<file path="src/common/wdt_pkg.sv">
// Package: register map, field positions, reset values, types for the watchdog
package wdt_pkg;
   localparam logic [5:0]  ADDR_RELOAD  = 6'h00; // byte 0x00
   localparam logic [5:0]  ADDR_VALUE   = 6'h01; // byte 0x04
   localparam logic [5:0]  ADDR_CTRL    = 6'h02; // byte 0x08
   localparam logic [5:0]  ADDR_ICLR    = 6'h03; // byte 0x0C
   localparam logic [5:0]  ADDR_RIS     = 6'h04; // byte 0x10
   localparam logic [5:0]  ADDR_MIS     = 6'h05; // byte 0x14
   localparam logic [5:0]  ADDR_LOCK    = 6'h06; // byte 0x18
   localparam logic [5:0]  ADDR_STALL   = 6'h07; // byte 0x1C
   localparam int          CTRL_INTEN   = 0;
   localparam int          CTRL_RESEN   = 1;
   localparam int          CTRL_NMI     = 2;
   localparam logic [31:0] LOCK_KEY     = 32'h1ACCE551; // Arbitrary key
   localparam logic [31:0] RELOAD_RST   = 32'hFFFFFFFF;
   localparam logic [31:0] UNMAPPED_RD  = 32'h00000000;

   typedef struct packed {
      logic        inten;
      logic        resen;
      logic        nmi;
      logic        stall;
   } wdt_cfg_t;

   typedef struct packed {
      logic        wr;
      logic        rd;
      logic [5:0]  idx;
      logic [31:0] data;
   } wdt_req_t;
endpackage

</file>
<file path="src/rtl/wdt_bus.sv">
// Avalon-MM slave front end: one-cycle waitrequest, request decode
`timescale 1ns/1ns
module wdt_bus
   import wdt_pkg::*;
(
   input  wire logic        clk_sys,      // System clock
   input  wire logic        srst,         // Sync reset
   input  wire logic [7:0]  address,      // Byte address
   input  wire logic        read,         // Read strobe
   input  wire logic        write,        // Write strobe
   input  wire logic [31:0] writedata,    // Write data
   output logic             waitrequest,  // Stall
   output wdt_req_t         req           // One-cycle decoded request
);
   logic             wait_reg;

   // Registered stall: high while idle, low for one cycle once a request
   // has been seen, so every access takes exactly one wait cycle
   always_ff @(posedge clk_sys) begin
      if (srst) begin
         wait_reg <= 1'b1;
      end else if ((read || write) && wait_reg) begin
         wait_reg <= 1'b0;
      end else begin
         wait_reg <= 1'b1;
      end
   end

   assign waitrequest = wait_reg;

   // Reads are captured in the wait cycle so data stand at acceptance
   always_comb begin
      req.wr   = write && !wait_reg;
      req.rd   = read && wait_reg;
      req.idx  = address[7:2];
      req.data = writedata;
   end
endmodule // wdt_bus

</file>
<file path="src/rtl/wdt_counter.sv">
// 32-bit down counter with load and stall
`timescale 1ns/1ns
module wdt_counter
   import wdt_pkg::*;
(
   input  wire logic        clk_sys,   // System clock
   input  wire logic        srst,      // Sync reset
   input  wire logic        load,      // Load value
   input  wire logic [31:0] load_val,  // Value to load
   input  wire logic        dec_en,    // Count enable
   output logic [31:0]      count,     // Current count
   output logic             zero       // Count at zero, counting
);
   logic [31:0] count_reg;

   always_ff @(posedge clk_sys) begin
      if (srst) begin
         count_reg <= RELOAD_RST;
      end else if (load) begin
         count_reg <= load_val;
      end else if (dec_en && count_reg != 32'h00000000) begin
         count_reg <= count_reg - 32'h00000001;
      end
   end

   assign count = count_reg;
   assign zero  = dec_en && (count_reg == 32'h00000000);
endmodule // wdt_counter

</file>
<file path="src/rtl/wdt_top.sv">
// Watchdog timer core: registers, timeout, interrupt and reset request
//
// Operation
// - Enable starts counter and arms interrupt
// - Locked: configuration writes ignored
// - Lock status readable, true when locked
// - Interrupt clear removes pending timeout
// - Raw and masked status readable
// - Type selects standard or NMI line
// - NMI still needs enable and clear
// - Reload readable, loaded at timeout
// - Reload write while running loads counter
// - Reload of zero raises interrupt immediately
// - Reset enable gates second-timeout reset
// - Running status true once enabled
// - No stall: count ignores debug halt
// - Stall: hold count during debug halt
// - 32-bit counter, value readable
// - Second timeout uncleared raises reset
// - Unlock restores configuration writes
//
// Implementation choices: the Avalon-MM slave port and the placing of the registers.
`timescale 1ns/1ns
module wdt_top
   import wdt_pkg::*;
(
   input  wire logic        clk_sys,        // 125 MHz clock
   input  wire logic        srst,           // Sync reset, active high
   input  wire logic [7:0]  avs_address,    // Byte address
   input  wire logic        avs_read,       // Read strobe
   input  wire logic        avs_write,      // Write strobe
   input  wire logic [31:0] avs_writedata,  // Write data
   output logic [31:0]      avs_readdata,   // Read data
   output logic             avs_waitrequest,// Stall
   input  wire logic        dbg_halt,       // Processor halted
   output logic             irq,            // Standard interrupt
   output logic             nmi,            // Non-maskable interrupt
   output logic             sys_rst_req     // System reset request
);
   wdt_req_t    req;
   wdt_cfg_t    cfg_reg;
   logic [31:0] reload_reg;
   logic        run_reg;
   logic        lock_reg;
   logic        ris_reg;
   logic        rst_reg;
   logic        irq_reg;
   logic        nmi_reg;
   logic [31:0] rdata_reg;
   logic [31:0] count;
   logic        zero;
   logic        load;
   logic [31:0] load_val;
   logic        dec_en;
   logic        cfg_wr;
   logic        clr;
   logic        wait_comb;

   wdt_bus u_bus (
      .clk_sys     (clk_sys),
      .srst        (srst),
      .address     (avs_address),
      .read        (avs_read),
      .write       (avs_write),
      .writedata   (avs_writedata),
      .waitrequest (wait_comb),
      .req         (req)
   );

   assign cfg_wr = req.wr && !lock_reg;
   assign clr    = req.wr && req.idx == ADDR_ICLR;

   // Counter freezes under debug halt only when stall is set
   assign dec_en = run_reg && !(cfg_reg.stall && dbg_halt);

   always_comb begin
      load     = 1'b0;
      load_val = reload_reg;
      if (cfg_wr && req.idx == ADDR_RELOAD) begin
         load     = 1'b1;
         load_val = req.data;
      end else if (cfg_wr && req.idx == ADDR_CTRL && !run_reg) begin
         load     = 1'b1;
      end else if (zero || (clr && ris_reg)) begin
         load     = 1'b1;
      end
   end

   wdt_counter u_cnt (
      .clk_sys  (clk_sys),
      .srst     (srst),
      .load     (load),
      .load_val (load_val),
      .dec_en   (dec_en),
      .count    (count),
      .zero     (zero)
   );

   always_ff @(posedge clk_sys) begin
      if (srst) begin
         reload_reg <= RELOAD_RST;
      end else if (cfg_wr && req.idx == ADDR_RELOAD) begin
         reload_reg <= req.data;
      end
   end

   // Enable and interrupt enable are set-only until reset
   always_ff @(posedge clk_sys) begin
      if (srst) begin
         cfg_reg <= '0;
         run_reg <= 1'b0;
      end else begin
         if (cfg_wr && req.idx == ADDR_CTRL) begin
            cfg_reg.inten <= cfg_reg.inten | req.data[CTRL_INTEN];
            cfg_reg.resen <= req.data[CTRL_RESEN];
            cfg_reg.nmi   <= req.data[CTRL_NMI];
            if (req.data[CTRL_INTEN]) begin
               run_reg <= 1'b1;
            end
         end
         if (cfg_wr && req.idx == ADDR_STALL) begin
            cfg_reg.stall <= req.data[0];
         end
      end
   end

   always_ff @(posedge clk_sys) begin
      if (srst) begin
         lock_reg <= 1'b0;
      end else if (req.wr && req.idx == ADDR_LOCK) begin
         lock_reg <= (req.data != LOCK_KEY);
      end
   end

   // Raw status; set beats clear in the same cycle
   always_ff @(posedge clk_sys) begin
      if (srst) begin
         ris_reg <= 1'b0;
      end else if (zero || (cfg_wr && req.idx == ADDR_RELOAD
                            && req.data == 32'h00000000 && run_reg)) begin
         ris_reg <= 1'b1;
      end else if (clr) begin
         ris_reg <= 1'b0;
      end
   end

   always_ff @(posedge clk_sys) begin
      if (srst) begin
         rst_reg <= 1'b0;
      end else if (zero && ris_reg && cfg_reg.resen) begin
         rst_reg <= 1'b1;
      end
   end

   always_ff @(posedge clk_sys) begin
      if (srst) begin
         irq_reg <= 1'b0;
         nmi_reg <= 1'b0;
      end else begin
         irq_reg <= ris_reg && cfg_reg.inten && !cfg_reg.nmi;
         nmi_reg <= ris_reg && cfg_reg.inten && cfg_reg.nmi;
      end
   end

   // Captured in the wait cycle so data stand when waitrequest drops
   always_ff @(posedge clk_sys) begin
      if (srst) begin
         rdata_reg <= UNMAPPED_RD;
      end else if (req.rd) begin
         unique case (req.idx)
            ADDR_RELOAD: rdata_reg <= reload_reg;
            ADDR_VALUE:  rdata_reg <= count;
            ADDR_CTRL:   rdata_reg <= {28'h0000000, run_reg, cfg_reg.nmi,
                                       cfg_reg.resen, cfg_reg.inten};
            ADDR_RIS:    rdata_reg <= {31'h00000000, ris_reg};
            ADDR_MIS:    rdata_reg <= {31'h00000000,
                                       ris_reg & cfg_reg.inten};
            ADDR_LOCK:   rdata_reg <= {31'h00000000, lock_reg};
            ADDR_STALL:  rdata_reg <= {31'h00000000, cfg_reg.stall};
            default:     rdata_reg <= UNMAPPED_RD;
         endcase
      end
   end

   assign avs_readdata    = rdata_reg;
   assign avs_waitrequest = wait_comb;
   assign irq             = irq_reg;
   assign nmi             = nmi_reg;
   assign sys_rst_req     = rst_reg;

   // Register access and lock
   a_lock_blocks: assert property (
      @(posedge clk_sys) disable iff (srst)
      lock_reg && req.wr && req.idx == ADDR_RELOAD |=> $stable(reload_reg))
      else $error("reload changed while locked");
   a_lock_ctrl: assert property (
      @(posedge clk_sys) disable iff (srst)
      lock_reg && req.wr && req.idx == ADDR_CTRL
      |=> $stable(cfg_reg.inten) && $stable(cfg_reg.resen)
          && $stable(cfg_reg.nmi) && $stable(run_reg))
      else $error("control changed while locked");
   a_lock_stall: assert property (
      @(posedge clk_sys) disable iff (srst)
      lock_reg && req.wr && req.idx == ADDR_STALL |=> $stable(cfg_reg.stall))
      else $error("stall changed while locked");
   a_lock_flag: assert property (
      @(posedge clk_sys) disable iff (srst)
      req.wr && req.idx == ADDR_LOCK
      |=> lock_reg == ($past(req.data) != LOCK_KEY))
      else $error("lock state does not follow key");
   a_unlock_open: assert property (
      @(posedge clk_sys) disable iff (srst)
      !lock_reg && req.wr && req.idx == ADDR_RELOAD
      |=> reload_reg == $past(req.data))
      else $error("reload write lost while unlocked");
   a_lock_read: assert property (
      @(posedge clk_sys) disable iff (srst)
      req.rd && req.idx == ADDR_LOCK
      |=> avs_readdata == {31'h00000000, $past(lock_reg)})
      else $error("lock state read wrong");

   // Enable, reload and readback
   a_start_arms: assert property (
      @(posedge clk_sys) disable iff (srst)
      cfg_wr && req.idx == ADDR_CTRL && req.data[CTRL_INTEN]
      |=> run_reg && cfg_reg.inten)
      else $error("enable did not arm counter and interrupt");
   a_start_load: assert property (
      @(posedge clk_sys) disable iff (srst)
      cfg_wr && req.idx == ADDR_CTRL && !run_reg
      |=> count == reload_reg)
      else $error("counter not loaded at start");
   a_run_sticky: assert property (
      @(posedge clk_sys) disable iff (srst)
      run_reg |=> run_reg)
      else $error("running indication dropped");
   a_run_read: assert property (
      @(posedge clk_sys) disable iff (srst)
      req.rd && req.idx == ADDR_CTRL
      |=> avs_readdata[3] == $past(run_reg))
      else $error("running indication read wrong");
   a_reload_now: assert property (
      @(posedge clk_sys) disable iff (srst)
      cfg_wr && req.idx == ADDR_RELOAD
      |=> count == $past(req.data))
      else $error("reload write not loaded into counter");
   a_reload_read: assert property (
      @(posedge clk_sys) disable iff (srst)
      req.rd && req.idx == ADDR_RELOAD
      |=> avs_readdata == $past(reload_reg))
      else $error("reload value read wrong");
   a_value_read: assert property (
      @(posedge clk_sys) disable iff (srst)
      req.rd && req.idx == ADDR_VALUE
      |=> avs_readdata == $past(count))
      else $error("counter value read wrong");

   // Raw status, clear and routing
   a_zero_reload: assert property (
      @(posedge clk_sys) disable iff (srst)
      run_reg && !lock_reg && req.wr && req.idx == ADDR_RELOAD
      && req.data == 32'h00000000 |=> ris_reg)
      else $error("zero reload raised no interrupt");
   a_timeout_ris: assert property (
      @(posedge clk_sys) disable iff (srst)
      zero |=> ris_reg)
      else $error("timeout did not set raw status");
   a_ris_read: assert property (
      @(posedge clk_sys) disable iff (srst)
      req.rd && req.idx == ADDR_RIS
      |=> avs_readdata == {31'h00000000, $past(ris_reg)})
      else $error("raw status read wrong");
   a_mis_read: assert property (
      @(posedge clk_sys) disable iff (srst)
      req.rd && req.idx == ADDR_MIS
      |=> avs_readdata == {31'h00000000,
                           $past(ris_reg) & $past(cfg_reg.inten)})
      else $error("masked status read wrong");
   a_ris_clear: assert property (
      @(posedge clk_sys) disable iff (srst)
      clr && !zero |=> !ris_reg)
      else $error("raw status not removed by clear");
   a_clear_drops: assert property (
      @(posedge clk_sys) disable iff (srst)
      clr && !zero |=> ##1 !irq && !nmi)
      else $error("interrupt not removed by clear");
   a_nmi_route: assert property (
      @(posedge clk_sys) disable iff (srst)
      cfg_reg.nmi |=> !irq_reg)
      else $error("standard line driven in nmi mode");
   a_irq_raise: assert property (
      @(posedge clk_sys) disable iff (srst)
      ris_reg && cfg_reg.inten && !cfg_reg.nmi |=> irq_reg)
      else $error("standard interrupt not raised");
   a_nmi_raise: assert property (
      @(posedge clk_sys) disable iff (srst)
      ris_reg && cfg_reg.inten && cfg_reg.nmi |=> nmi_reg)
      else $error("nmi not raised");
   a_irq_masked: assert property (
      @(posedge clk_sys) disable iff (srst)
      !cfg_reg.inten |=> !irq_reg && !nmi_reg)
      else $error("interrupt raised without enable");

   // Second timeout and reset request
   a_reset_gate: assert property (
      @(posedge clk_sys) disable iff (srst)
      !cfg_reg.resen && !rst_reg |=> !rst_reg)
      else $error("reset without enable");
   a_second_out: assert property (
      @(posedge clk_sys) disable iff (srst)
      zero && ris_reg && cfg_reg.resen |=> sys_rst_req)
      else $error("second timeout gave no reset");
   a_rst_sticky: assert property (
      @(posedge clk_sys) disable iff (srst)
      rst_reg |=> rst_reg)
      else $error("reset request dropped");

   // Counter
   a_stall_hold: assert property (
      @(posedge clk_sys) disable iff (srst)
      cfg_reg.stall && dbg_halt && !load |=> $stable(count))
      else $error("count moved under debug stall");
   a_free_count: assert property (
      @(posedge clk_sys) disable iff (srst)
      run_reg && !cfg_reg.stall && !load && count != 32'h00000000
      |=> count == $past(count) - 32'h00000001)
      else $error("count did not decrement");
   a_timeout_rel: assert property (
      @(posedge clk_sys) disable iff (srst)
      zero |=> count == reload_reg)
      else $error("no reload at timeout");
   a_clear_reload: assert property (
      @(posedge clk_sys) disable iff (srst)
      clr && ris_reg |=> count == reload_reg)
      else $error("no reload at clear");

   // Bus timing: one wait cycle, read data frozen between reads
   a_one_wait: assert property (
      @(posedge clk_sys) disable iff (srst)
      (avs_read || avs_write) && avs_waitrequest
      |=> !avs_waitrequest)
      else $error("more than one wait cycle");
   a_wait_back: assert property (
      @(posedge clk_sys) disable iff (srst)
      !avs_waitrequest |=> avs_waitrequest)
      else $error("waitrequest low for two cycles");
   a_read_stands: assert property (
      @(posedge clk_sys) disable iff (srst)
      !req.rd |=> $stable(avs_readdata))
      else $error("read data moved without a read");

   c_first_to:  cover property (@(posedge clk_sys) $rose(ris_reg));
   c_nmi_fire:  cover property (@(posedge clk_sys) $rose(nmi_reg));
   c_sys_reset: cover property (@(posedge clk_sys) $rose(rst_reg));
   c_lock_drop: cover property (@(posedge clk_sys) $fell(lock_reg));
   c_int_clear: cover property (@(posedge clk_sys) $fell(ris_reg));
endmodule // wdt_top

</file>
<file path="config.mk">
export PLATFORM = sky130hd
export DESIGN_NAME = wdt_top
export DESIGN_NICKNAME = d
export VERILOG_FILES = /design/src/common/wdt_pkg.sv /design/src/rtl/wdt_bus.sv /design/src/rtl/wdt_counter.sv /design/src/rtl/wdt_top.sv
export SDC_FILE = /design/constraint.sdc
export NUM_CORES = 1
export LEC_CHECK = 0
export ABC_AREA = 1
export BUFFER_PORTS_ARGS = -buffer_cell sky130_fd_sc_hd__buf_2
export CAP_MARGIN = 10
export CORE_UTILIZATION = 52
export CTS_BUF_LIST = sky130_fd_sc_hd__clkbuf_8 sky130_fd_sc_hd__clkbuf_16
export DETAILED_ROUTE_END_ITERATION = 6
export PLACE_DENSITY_LB_ADDON = 0.1
export SKIP_CTS_REPAIR_TIMING = 1
export SYNTH_ARGS = -nofsm -noshare
export SYNTH_HDL_FRONTEND = slang
export SYNTH_SLANG_ARGS = --single-unit
</file>
<file path="constraint.sdc">
create_clock -name clk_sys -period 1.7 [get_ports clk_sys]
set_input_delay 0.255 -clock clk_sys [delete_from_list [all_inputs] [get_ports clk_sys]]
set_output_delay 0.255 -clock clk_sys [all_outputs]
set_load 0.05 [all_outputs]
</file>
==> qor.json, run 1 <==
{
  "outcome": {
    "run_status": "completed"
  },
  "critical_path": {
    "cp_common_cell": "sky130_fd_sc_hd__nand2_1",
    "worst-endpoint-arrival_ns": 1.95,
    "cp_num_buf_inv": 1,
    "rrSetupSlack_ns": 0.05,
    "worstSetupEndpointType": "flop",
    "rr_endpoint": "u_cnt.count[8]",
    "crit_family": "simple AND/OR/NAND/NOR gates",
    "required_ns": 2.00,
    "critPathSlowestCell": "sky130_fd_sc_hd__dfxtp_1",
    "path_cells": "nor2_1 -> nand2_2 -> nor2_2 -> nand2_1 -> nor2_4 -> nand2_4 -> nand2_8 -> buf_12 -> nand2_1 -> nand3_1 -> nand2_1",
    "critPathLaunchType": "flop",
    "critPathKind": "reg2reg",
    "worst_r2r_path_depth": 11,
    "worst-path-max-fanout": 7,
    "critical_path.max_stage_delay_ns": 0.33,
    "timing.rr.start": "u_cnt.count[14]"
  },
  "timing": {
    "timing_max_transition_violations_final": 0,
    "max_slew_margin": 0.625,
    "totalNegativeSetupSlack_ns": 0,
    "clock_skew_after_layout_ns": 0.0108,
    "finalSetupViolations": 0,
    "hold_viol": 0,
    "timing.fmax_mhz": 606,
    "worst-slew-pin-transition_ns": 0.563,
    "time_the_final_worst_path_needs_with_i_o_delays_and_setup_ns": 1.65,
    "rsz0062_at_grt": "yes",
    "final.period_utilization": 0.970
  },
  "floorplanning": {
    "die_area_sq_mm": 0.0116,
    "design.core.area_sq_mm": 0.0109,
    "dieHeight_um": 108,
    "boundaryPins": 81,
    "start_util": 0.535,
    "fp.dieW_um": 108,
    "std_cell_rows": 38
  },
  "placed_design": {
    "instance_count_after_placement_with_tap_cells_included": 1186,
    "dp_area_sq_mm": 0.00691,
    "detailed_place_hpwl_um": 12300,
    "port-buffer-count": 78,
    "gp_congestion": 0.956
  },
  "drt": {
    "route.detailed.wl_per_inst_um": 14.4,
    "post-route-drc-count": 0,
    "antenna_left": 0,
    "drtPass1Iterations": 5,
    "via_density_per_instance": 5.18,
    "postRouteWirelength_um": 17400,
    "routed-via-count": 6273,
    "drtIter0Drc": 450
  },
  "finish": {
    "fill_cells": 1036,
    "area_growth_pct": 26.2,
    "post-route-cell-area_sq_mm": 0.00735,
    "stdcell_count": 1212,
    "seq_area_sq_mm": 0.00215,
    "fin_nets": 1113,
    "most_used_cells_in_the_layout_excluding_fill_and_tap_cells": "sky130_fd_sc_hd__nand2_1, sky130_fd_sc_hd__dfxtp_1, sky130_fd_sc_hd__inv_1",
    "final_layout_size_suffix_gt1_frac": 0.237,
    "multiInputGateArea_sq_mm": 0.00320,
    "mostFrequentLayoutCell": "sky130_fd_sc_hd__nand2_1",
    "antenna_diode_count": 0
  },
  "worst_hold_path": {
    "hold_end": "u_bus.waitrequest",
    "timing.hold.worst.class": "in2reg",
    "worst_hold_startpoint": "avs_read",
    "hold-path-cell-count": 2
  },
  "synthesis": {
    "ys_seq_area_frac": 0.367,
    "netlist.top_cell.by_area": "sky130_fd_sc_hd__dfxtp_1",
    "mappedNetlistNets": 970,
    "synth.top_cell.area_share": 0.367,
    "netlist_instances": 924,
    "synth-warning-count": 0,
    "postSynthRegisterBits": 107,
    "syn-mean-instance-area_sq_um": 6.31,
    "post_synthesis_cell_area_sq_mm": 0.00583,
    "post_synth_num_cell_types": 33,
    "top_area_cells_in_the_synthesized_netlist": "sky130_fd_sc_hd__dfxtp_1, sky130_fd_sc_hd__nand2_1, sky130_fd_sc_hd__inv_1"
  },
  "power_and_ir_drop": {
    "swShare": 0.256,
    "comb_power_share": 0.080,
    "power.leakage_nw": 3.45,
    "net-switching-power_mw": 1.11,
    "pwr_density_cell_mw_per_mm2": 591,
    "pwr-share-clk": 0.338,
    "intPower_mw": 3.23,
    "vdd.ir_drop.worst_mv": 0.550,
    "seq_power_share": 0.582
  },
  "clocking": {
    "tritoncts": "yes",
    "clock_tree.root_cell": "sky130_fd_sc_hd__clkbuf_8",
    "cts-root-to-sink-buffers": 2,
    "cts_htree_levels": 3,
    "cts_num_sinks": 107,
    "number_of_clock_buffers_inserted_by_tritoncts": 9,
    "clk-insertion-delay-late_ns": 0.40,
    "clk_pin_slew_worst_paths_ns": 0.10
  },
  "global_routing": {
    "track_usage": 0.305,
    "grt_pass1_wl_um": 27200,
    "grt_antenna_before_repair": 0,
    "pin_count_of_the_biggest_net_entering_global_routing": 49,
    "vias_in_the_first_global_route": 5668,
    "grt.overflow.total": 0
  },
  "run": {
    "max-cap-violations": 0
  }
}
==> through the flow <==
stage	hold slack (ns)	power, mW	setup WS (ns)	utilization
after floorplan	0.363	2.76	0.0413	-
after global placement	0.428	2.93	-0.0542	0.634
after detailed placement	0.418	2.93	-0.107	0.634
after CTS	0.0279	4.37	-0.116	0.650
after global routing	0.0575	4.51	-0.0195	0.675
final	0.0447	4.34	0.0508	0.675
==> cell families after synthesis <==
group | share of synthesized area
AND/OR/NAND/NOR | 0.366
AO/OA/AOI/OAI | 0.134
buffers and inverters | 0.106
flip-flops | 0.367
XOR/XNOR | 0.0240
adder cells (fa/ha/maj) | 0.00215
==> worst max-delay path by stage <==
stage	startpoint	endpoint	slack (ns)	depth (start not counted)
3_5_place_dp	avs_address[5]	u_cnt.count[1]	-0.11	11
4_1_cts	u_cnt.count[0]	u_cnt.count[17]	-0.12	12
2_1_floorplan	u_cnt.count[0]	u_cnt.count[2]	0.04	12
3_3_place_gp	avs_address[5]	u_cnt.count[28]	-0.05	11
5_1_grt	u_bus.waitrequest	u_cnt.count[8]	-0.02	10
6_report	u_cnt.count[14]	u_cnt.count[8]	0.05	11
==> Yosys cell counts (all sizes together) <==
library cell / instances
o21ai: 45
nor3b: 3
a21oi: 71
and2: 2
xnor2: 1
clkbuf: 20
ha: 1
or2: 4
o22ai: 26
nor4: 2
nor2: 102
o21bai: 2
nand3: 58
buf: 22
xor2: 15
nand2: 320
inv: 103
dfxtp: 107
nand4: 9
o221ai: 1
o211ai: 2
nor3: 8
==> power by group through the flow <==
| stage | sequential [mW] | clock (mW) | combinational, mW |
|---|---|---|---|
| after floorplan | 2.62 | 0 | 0.143 |
| after global routing | 2.53 | 1.60 | 0.378 |
| after detailed placement | 2.59 | 0 | 0.339 |
| final | 2.53 | 1.47 | 0.347 |
| after global placement | 2.59 | 0 | 0.338 |
| after CTS | 2.53 | 1.50 | 0.340 |
==> cell type report <==
| cell class | instances | area share |
|---|---|---|
| tap | 140 | 0.0238 |
| multi-input combinational | 672 | 0.435 |
| sequential | 107 | 0.292 |
| clock inverter | 5 | 0.00289 |
| inverter | 103 | 0.0532 |
| timing repair buffer | 174 | 0.172 |
| clock buffer | 11 | 0.0206 |
==> metal layers <==
layer,GRT usage,vias to the layer above,part of all wire
li1,-,3212,-
met1,0.409,2789,0.45
met2,0.481,232,0.45
met3,0.0472,40,0.075
met4,0.141,0,0.033
met5,0,-,0
(Power assumes the default switching activity.)
==> run 2, diff against run 1 <==
MAX_ROUTING_LAYER = met4   (was not set)
clock period = 1.48 ns   (was 1.7 ns; I/O delays follow)
==> qor.json, run 2 (synthesis results as in run 1) <==
{
  "finish": {
    "area_growth": {"value": 39.9, "unit": "%", "change": "was 26.2%"},
    "fill_cells": {"value": 913, "change": "was 1036"},
    "fin_nets": {"value": 1156, "change": "was 1113"},
    "antenna_diode_count": {"value": 0, "change": "unchanged"},
    "mostFrequentLayoutCell": {"value": "sky130_fd_sc_hd__nand2_1", "change": "unchanged"},
    "post-route-cell-area": {"value": 0.00815, "unit": "sq mm", "change": "was 0.00735 sq mm"},
    "final_layout_size_suffix_gt1_frac": {"value": 0.337, "change": "was 0.237"},
    "most_used_cells_in_the_layout_excluding_fill_and_tap_cells": {"value": "sky130_fd_sc_hd__nand2_1, sky130_fd_sc_hd__buf_4, sky130_fd_sc_hd__inv_1, sky130_fd_sc_hd__dfxtp_1, sky130_fd_sc_hd__buf_2", "change": "was sky130_fd_sc_hd__nand2_1, sky130_fd_sc_hd__dfxtp_1, sky130_fd_sc_hd__inv_1"}
  },
  "global_routing": {
    "pin_count_of_the_biggest_net_entering_global_routing": {"value": 50, "change": "was 49"},
    "track_usage": {"value": 0.311, "change": "was 0.305"},
    "grt.overflow.total": {"value": 0, "change": "unchanged"},
    "vias_in_the_first_global_route": {"value": 5671, "change": "was 5668"},
    "grt_antenna_before_repair": {"value": 0, "change": "unchanged"},
    "grt_pass1_wl": {"value": 27200, "unit": "um", "change": "about the same"}
  },
  "clocking": {
    "clk-insertion-delay-late": {"value": 0.39, "unit": "ns", "change": "was 0.40 ns"},
    "tritoncts": {"value": "yes", "change": "unchanged"},
    "number_of_clock_buffers_inserted_by_tritoncts": {"value": 9, "change": "unchanged"},
    "cts-root-to-sink-buffers": {"value": 2, "change": "unchanged"},
    "clk_pin_slew_worst_paths": {"value": 0.10, "unit": "ns", "change": "about the same"},
    "clock_tree.root_cell": {"value": "sky130_fd_sc_hd__clkbuf_8", "change": "unchanged"},
    "cts_htree_levels": {"value": 3, "change": "unchanged"},
    "cts_num_sinks": {"value": 107, "change": "unchanged"}
  },
  "timing": {
    "rsz0062_at_grt": {"value": "yes", "change": "unchanged"},
    "hold_viol": {"value": 0, "change": "unchanged"},
    "final.period_utilization": {"value": 1.11, "change": "was 0.970"},
    "worst_slack_setup_final": {"value": -0.160, "unit": "ns", "change": "was 0.0508 ns"},
    "timing_max_transition_violations_final": {"value": 0, "change": "unchanged"},
    "time_the_final_worst_path_needs_with_i_o_delays_and_setup": {"value": 1.64, "unit": "ns", "change": "was 1.65 ns"},
    "hold-worst-slack": {"value": 0.0272, "unit": "ns", "change": "was 0.0447 ns"},
    "timing.fmax": {"value": 610, "unit": "MHz", "change": "was 606 MHz"},
    "totalNegativeSetupSlack": {"value": -4.39, "unit": "ns", "change": "was 0 ns"},
    "finalSetupViolations": {"value": 36, "change": "was 0"},
    "max_slew_margin": {"value": 0.720, "change": "was 0.625"},
    "worst-slew-pin-transition": {"value": 0.416, "unit": "ns", "change": "was 0.563 ns"},
    "clock_skew_after_layout": {"value": 0.0139, "unit": "ns", "change": "was 0.0108 ns"}
  },
  "floorplanning": {
    "dieHeight": {"value": 108, "unit": "um", "change": "unchanged"},
    "start_util": {"value": 0.535, "change": "unchanged"},
    "std_cell_rows": {"value": 38, "change": "unchanged"},
    "design.core.area": {"value": 0.0109, "unit": "sq mm", "change": "unchanged"},
    "fp.dieW": {"value": 108, "unit": "um", "change": "unchanged"},
    "boundaryPins": {"value": 81, "change": "unchanged"},
    "die_area": {"value": 0.0116, "unit": "sq mm", "change": "unchanged"}
  },
  "drt": {
    "routed-via-count": {"value": 6601, "change": "was 6273"},
    "antenna_left": {"value": 0, "change": "unchanged"},
    "via_density_per_instance": {"value": 5.26, "change": "was 5.18"},
    "post-route-drc-count": {"value": 0, "change": "unchanged"},
    "route.detailed.wl_per_inst": {"value": 14.8, "unit": "um", "change": "was 14.4 um"},
    "postRouteWirelength": {"value": 18600, "unit": "um", "change": "was 17400 um"},
    "drtPass1Iterations": {"value": 6, "change": "was 5"},
    "drtIter0Drc": {"value": 478, "change": "was 450"}
  },
  "power_and_ir_drop": {
    "power.leakage": {"value": 3.93, "unit": "nW", "change": "was 3.45 nW"},
    "vdd.ir_drop.worst": {"value": 0.568, "unit": "mV", "change": "was 0.550 mV"},
    "pwr_density_cell": {"value": 633, "unit": "mW/mm^2", "change": "was 591 mW/mm^2"}
  },
  "critical_path": {
    "required": {"value": 1.77, "unit": "ns", "change": "was 2.00 ns"},
    "critPathKind": {"value": "reg2reg", "change": "unchanged"},
    "worst-endpoint-arrival": {"value": 1.93, "unit": "ns", "change": "was 1.95 ns"},
    "cp_common_cell": {"value": "sky130_fd_sc_hd__nand2_4", "change": "was sky130_fd_sc_hd__nand2_1"},
    "worst-path-max-fanout": {"value": 8, "change": "was 7"},
    "critPathSlowestCell": {"value": "sky130_fd_sc_hd__dfxtp_2", "change": "was sky130_fd_sc_hd__dfxtp_1"},
    "worstSetupEndpointType": {"value": "flop", "change": "unchanged"},
    "path_cells": {"value": "inv_4 -> ha_4 -> nand2_4 -> nor2_4 -> inv_2 -> nor2_4 -> nand2_4 -> nand2_8 -> clkbuf_16 -> nand2_4 -> nand2_2 -> o21bai_1", "change": "was nor2_1 -> nand2_2 -> nor2_2 -> nand2_1 -> nor2_4 -> nand2_4 -> nand2_8 -> buf_12 -> nand2_1 -> nand3_1 -> nand2_1"},
    "critPathLaunchType": {"value": "flop", "change": "unchanged"},
    "critical_path.max_stage_delay": {"value": 0.34, "unit": "ns", "change": "was 0.33 ns"}
  },
  "outcome": {
    "violations": "setup timing",
    "run_status": {"value": "finished, violations left", "change": "was completed"}
  },
  "placed_design": {
    "dp_area": {"value": 0.00727, "unit": "sq mm", "change": "was 0.00691 sq mm"},
    "gp_congestion": {"value": 0.922, "change": "was 0.956"},
    "detailed_place_hpwl": {"value": 12900, "unit": "um", "change": "was 12300 um"},
    "port-buffer-count": {"value": 78, "change": "unchanged"}
  },
  "run": {
    "max-cap-violations": {"value": 0, "change": "unchanged"}
  },
  "worst_hold_path": {
    "timing.hold.worst.class": {"value": "in2reg", "change": "unchanged"}
  }
}
==> run 2: cell count changes in the layout (fill, tap and decap cells not counted), sizes merged <==
cell	delta
clkinv	-2
bufinv	+1
buf	+42
clkinvlp	+3
clkbuf	-1
==> run 2: final cells by class <==
cell class              count  area [sq um]  area share
clock buffers               9           124      0.0152
clock inverters             7          68.8     0.00844
inverters                 103           392      0.0480
multi-input cells         672          3570       0.438
flip-flops and latches    107          2160       0.265
well taps                 140           175      0.0215
repair buffers            217          1660       0.204
==> run 2: power breakdown <==
part	switching (mW)	leakage (nW)	internal (mW)
Clock	1.04	0.0945	0.777
Sequential	0.0107	0.860	2.89
Combinational	0.282	2.97	0.159
==> run 2: final timing paths <==
check                      start                 to  slack [ns]  depth (start not counted)
setup reg to reg  u_cnt.count[0]    u_cnt.count[26]       -0.16                         12
setup / recovery  u_cnt.count[0]    u_cnt.count[26]       -0.16                         12
hold / removal          avs_read  u_bus.waitrequest        0.03                          2
hold reg to reg       cfg_reg[1]                irq        0.43                          1
==> run 2: per-stage QoR <==
step	power, mW	instances	setup slack (ns)	utilization
after floorplan	3.17	924	-0.0242	-
after global placement	3.38	1226	-0.223	0.667
after detailed placement	3.39	1226	-0.259	0.667
after CTS	5.16	1242	-0.202	0.685
after global routing	5.32	1255	-0.244	0.749
final	5.16	1255	-0.160	0.749
==> run 2: critical path, delay by kind of cell, from the launching register on <==
| family | cells | cell delay [ns] |
|---|---|---|
| compound gates | 1 | 0.06 |
| buf+inv | 3 | 0.31 |
| simple gates | 7 | 0.68 |
| flops | 1 | 0.34 |
| fa+ha+maj | 1 | 0.16 |
==> run 2: per-layer routing <==
layer  track usage  share of wire  vias up
li1              -              -     3307
met1         0.410           0.45     3007
met2         0.498           0.46      244
met3        0.0327          0.058       43
met4         0.101          0.030        0
met5             -              0        -
==> run 3, diff against run 2 <==
CORE_MARGIN = 2   (was not set)
==> qor.json, run 3 (synthesis results as in run 1) <==
{
  "drt": {
    "route.detailed.wl_per_inst": {"value": 14.3, "unit": "um", "change": "was 14.8 um"},
    "postRouteWirelength": {"value": 17900, "unit": "um", "change": "was 18600 um"},
    "via_density_per_instance": {"value": 5.15, "change": "was 5.26"},
    "routed-via-count": {"value": 6453, "change": "was 6601"},
    "drtIter0Drc": {"value": 446, "change": "was 478"},
    "drtPass1Iterations": {"value": 5, "change": "was 6"},
    "antenna_left": {"value": 0, "change": "unchanged"},
    "post-route-drc-count": {"value": 0, "change": "unchanged"}
  },
  "floorplanning": {
    "die_area": {"value": 0.0121, "unit": "sq mm", "change": "was 0.0116 sq mm"},
    "start_util": {"value": 0.535, "change": "unchanged"},
    "fp.dieW": {"value": 110, "unit": "um", "change": "was 108 um"},
    "boundaryPins": {"value": 81, "change": "unchanged"},
    "dieHeight": {"value": 110, "unit": "um", "change": "was 108 um"},
    "design.core.area": {"value": 0.0109, "unit": "sq mm", "change": "unchanged"},
    "std_cell_rows": {"value": 38, "change": "unchanged"}
  },
  "finish": {
    "most_used_cells_in_the_layout_excluding_fill_and_tap_cells": {"value": "sky130_fd_sc_hd__nand2_1, sky130_fd_sc_hd__buf_4, sky130_fd_sc_hd__dfxtp_1", "change": "was sky130_fd_sc_hd__nand2_1, sky130_fd_sc_hd__buf_4, sky130_fd_sc_hd__inv_1, sky130_fd_sc_hd__dfxtp_1, sky130_fd_sc_hd__buf_2"},
    "area_growth": {"value": 35.4, "unit": "%", "change": "was 39.9%"},
    "fill_cells": {"value": 928, "change": "was 913"},
    "stdcell_count": {"value": 1252, "change": "was 1255"},
    "final_layout_size_suffix_gt1_frac": {"value": 0.295, "change": "was 0.337"},
    "post-route-cell-area": {"value": 0.00789, "unit": "sq mm", "change": "was 0.00815 sq mm"},
    "final_core_util": {"value": 0.725, "change": "was 0.749"},
    "antenna_diode_count": {"value": 0, "change": "unchanged"},
    "fin_nets": {"value": 1154, "change": "was 1156"},
    "mostFrequentLayoutCell": {"value": "sky130_fd_sc_hd__nand2_1", "change": "unchanged"}
  },
  "global_routing": {
    "busiest_layer": {"value": "met2", "change": "unchanged"},
    "grt.overflow.total": {"value": 0, "change": "unchanged"},
    "vias_in_the_first_global_route": {"value": 5662, "change": "was 5671"},
    "pin_count_of_the_biggest_net_entering_global_routing": {"value": 70, "change": "was 50"},
    "grt_pass1_wl": {"value": 27200, "unit": "um", "change": "about the same"},
    "met2_usage": {"value": 0.468, "change": "was 0.498"},
    "track_usage": {"value": 0.301, "change": "was 0.311"},
    "met3_use_gr": {"value": 0.0439, "change": "was 0.0327"},
    "globalRouteMet1Util": {"value": 0.394, "change": "was 0.410"},
    "grt_antenna_before_repair": {"value": 0, "change": "unchanged"}
  },
  "clocking": {
    "tritoncts": {"value": "yes", "change": "unchanged"},
    "number_of_clock_buffers_inserted_by_tritoncts": {"value": 9, "change": "unchanged"},
    "cts_htree_levels": {"value": 3, "change": "unchanged"},
    "clk_pin_slew_worst_paths": {"value": 0.10, "unit": "ns", "change": "about the same"},
    "cts-root-to-sink-buffers": {"value": 2, "change": "unchanged"},
    "clk-insertion-delay-late": {"value": 0.39, "unit": "ns", "change": "about the same"},
    "cts_num_sinks": {"value": 107, "change": "unchanged"},
    "clock_tree.root_cell": {"value": "sky130_fd_sc_hd__clkbuf_8", "change": "unchanged"}
  },
  "placed_design": {
    "gp_congestion": {"value": 0.934, "change": "was 0.922"},
    "instance_count_after_placement_with_tap_cells_included": {"value": 1225, "change": "was 1226"},
    "dp_area": {"value": 0.00730, "unit": "sq mm", "change": "was 0.00727 sq mm"},
    "port-buffer-count": {"value": 78, "change": "unchanged"},
    "detailed_place_hpwl": {"value": 12600, "unit": "um", "change": "was 12900 um"}
  },
  "outcome": {
    "run_status": {"value": "finished, violations left", "change": "unchanged"},
    "violations": {"value": "setup timing", "change": "unchanged"}
  },
  "timing": {
    "timing.fmax": {"value": 597, "unit": "MHz", "change": "was 610 MHz"},
    "worst-slew-pin-transition": {"value": 0.329, "unit": "ns", "change": "was 0.416 ns"},
    "time_the_final_worst_path_needs_with_i_o_delays_and_setup": {"value": 1.68, "unit": "ns", "change": "was 1.64 ns"},
    "timing_max_transition_violations_final": {"value": 0, "change": "unchanged"},
    "hold_viol": {"value": 0, "change": "unchanged"},
    "clock_skew_after_layout": {"value": 0.0125, "unit": "ns", "change": "was 0.0139 ns"},
    "finalSetupViolations": {"value": 32, "change": "was 36"},
    "rsz0062_at_grt": {"value": "yes", "change": "unchanged"},
    "final.period_utilization": {"value": 1.13, "change": "was 1.11"},
    "worst_slack_setup_final": {"value": -0.196, "unit": "ns", "change": "was -0.160 ns"},
    "max_slew_margin": {"value": 0.778, "change": "was 0.720"}
  },
  "critical_path": {
    "worst-path-max-fanout": {"value": 8, "change": "unchanged"},
    "critPathLaunchType": {"value": "flop", "change": "unchanged"},
    "worst_r2r_path_depth": {"value": 12, "change": "unchanged"},
    "worst-endpoint-arrival": {"value": 1.96, "unit": "ns", "change": "was 1.93 ns"},
    "required": {"value": 1.77, "unit": "ns", "change": "about the same"},
    "critPathKind": {"value": "reg2reg", "change": "unchanged"},
    "worstSetupEndpointType": {"value": "flop", "change": "unchanged"}
  },
  "power_and_ir_drop": {
    "pwr_density_cell": {"value": 635, "unit": "mW/mm^2", "change": "was 633 mW/mm^2"},
    "power.leakage": {"value": 3.77, "unit": "nW", "change": "was 3.93 nW"},
    "vdd.ir_drop.worst": {"value": 0.624, "unit": "mV", "change": "was 0.568 mV"},
    "net-switching-power": {"value": 1.32, "unit": "mW", "change": "was 1.33 mW"},
    "seq_power_share": {"value": 0.579, "change": "was 0.563"},
    "finalPower": {"value": 5.01, "unit": "mW", "change": "was 5.16 mW"},
    "pwr-share-clk": {"value": 0.333, "change": "was 0.352"},
    "comb_power_share": {"value": 0.088, "change": "was 0.085"},
    "swShare": {"value": 0.263, "change": "was 0.258"},
    "intPower": {"value": 3.70, "unit": "mW", "change": "was 3.83 mW"}
  },
  "worst_hold_path": {
    "hold-path-cell-count": {"value": 2, "change": "unchanged"},
    "timing.hold.worst.class": {"value": "in2reg", "change": "unchanged"}
  },
  "run": {
    "max-cap-violations": {"value": 0, "change": "unchanged"}
  }
}
run 3: cell count changes in the layout (fill, tap and decap cells not counted), moves of 4 or more:
cell / previous run / this run
sky130_fd_sc_hd__dfxtp_1: 96 / 102
sky130_fd_sc_hd__dfxtp_2: 10 / 4
sky130_fd_sc_hd__nand2_1: 275 / 290
sky130_fd_sc_hd__nand2_2: 27 / 20
sky130_fd_sc_hd__nand2_4: 17 / 9
sky130_fd_sc_hd__nand3_1: 33 / 40
sky130_fd_sc_hd__nand3_2: 24 / 18
sky130_fd_sc_hd__nor2_1: 62 / 75
sky130_fd_sc_hd__nor2_2: 25 / 15
sky130_fd_sc_hd__o21ai_0: 20 / 29
sky130_fd_sc_hd__o21ai_1: 18 / 14
sky130_fd_sc_hd__o21ai_2: 6 / 2
run 3: worst max-delay path, cell delays in order, from the launching register on:
cell and delay (ns):
sky130_fd_sc_hd__dfxtp_2 0.34, sky130_fd_sc_hd__inv_2 0.08, sky130_fd_sc_hd__ha_4 0.17, sky130_fd_sc_hd__nand2_4 0.07
sky130_fd_sc_hd__nor2_4 0.16, sky130_fd_sc_hd__inv_2 0.06, sky130_fd_sc_hd__nor2_4 0.12, sky130_fd_sc_hd__nand2_4 0.09
sky130_fd_sc_hd__nand2_8 0.14, sky130_fd_sc_hd__clkbuf_16 0.19, sky130_fd_sc_hd__nand2_1 0.05, sky130_fd_sc_hd__nand3_1 0.07
sky130_fd_sc_hd__nand2_1 0.04
run 3: routing by layer:
layer  part of all wire  wire, um  up-vias
met2               0.45      8150      249
met3              0.067      1200       36
met4              0.024       437        0
met5                  0         0        -
li1                   -         -     3291
met1               0.45      8160     2877
run 3: final cells by class:
class                   count  area (sq um)  area share
clock buffers              10           138      0.0174
clock inverters             5          30.0     0.00380
repair buffers            215          1640       0.207
inverters                 103           389      0.0493
flip-flops and latches    107          2150       0.272
multi-input cells         672          3370       0.427
well taps                 140           175      0.0222
run 3: final timing paths:
kind / from / endpoint / slack, ns
max: u_cnt.count[0] / u_cnt.count[16] / -0.20
min: avs_read / u_bus.waitrequest / 0.01
max reg2reg: u_cnt.count[0] / u_cnt.count[16] / -0.20
min reg2reg: cfg_reg[1] / irq / 0.43
run 3: through the flow:
stage / setup WS, ns / hold slack [ns] / TNS (ns)
2_1_floorplan: -0.0242 / 0.327 / -0.612
3_3_place_gp: -0.201 / 0.406 / -8.37
3_5_place_dp: -0.271 / 0.425 / -10.85
4_1_cts: -0.206 / 0.00874 / -6.49
5_1_grt: -0.278 / 0.0103 / -8.11
6_report: -0.196 / 0.0134 / -5.31
run 3: power groups by stage:
stage | clock, mW | combinational, mW | sequential [mW]
detailed placement | 0 | 0.424 | 2.97
global route | 1.79 | 0.472 | 2.91
global placement | 0 | 0.419 | 2.97
finish | 1.67 | 0.439 | 2.90
CTS | 1.68 | 0.426 | 2.90
floorplan | 0 | 0.165 | 3.01
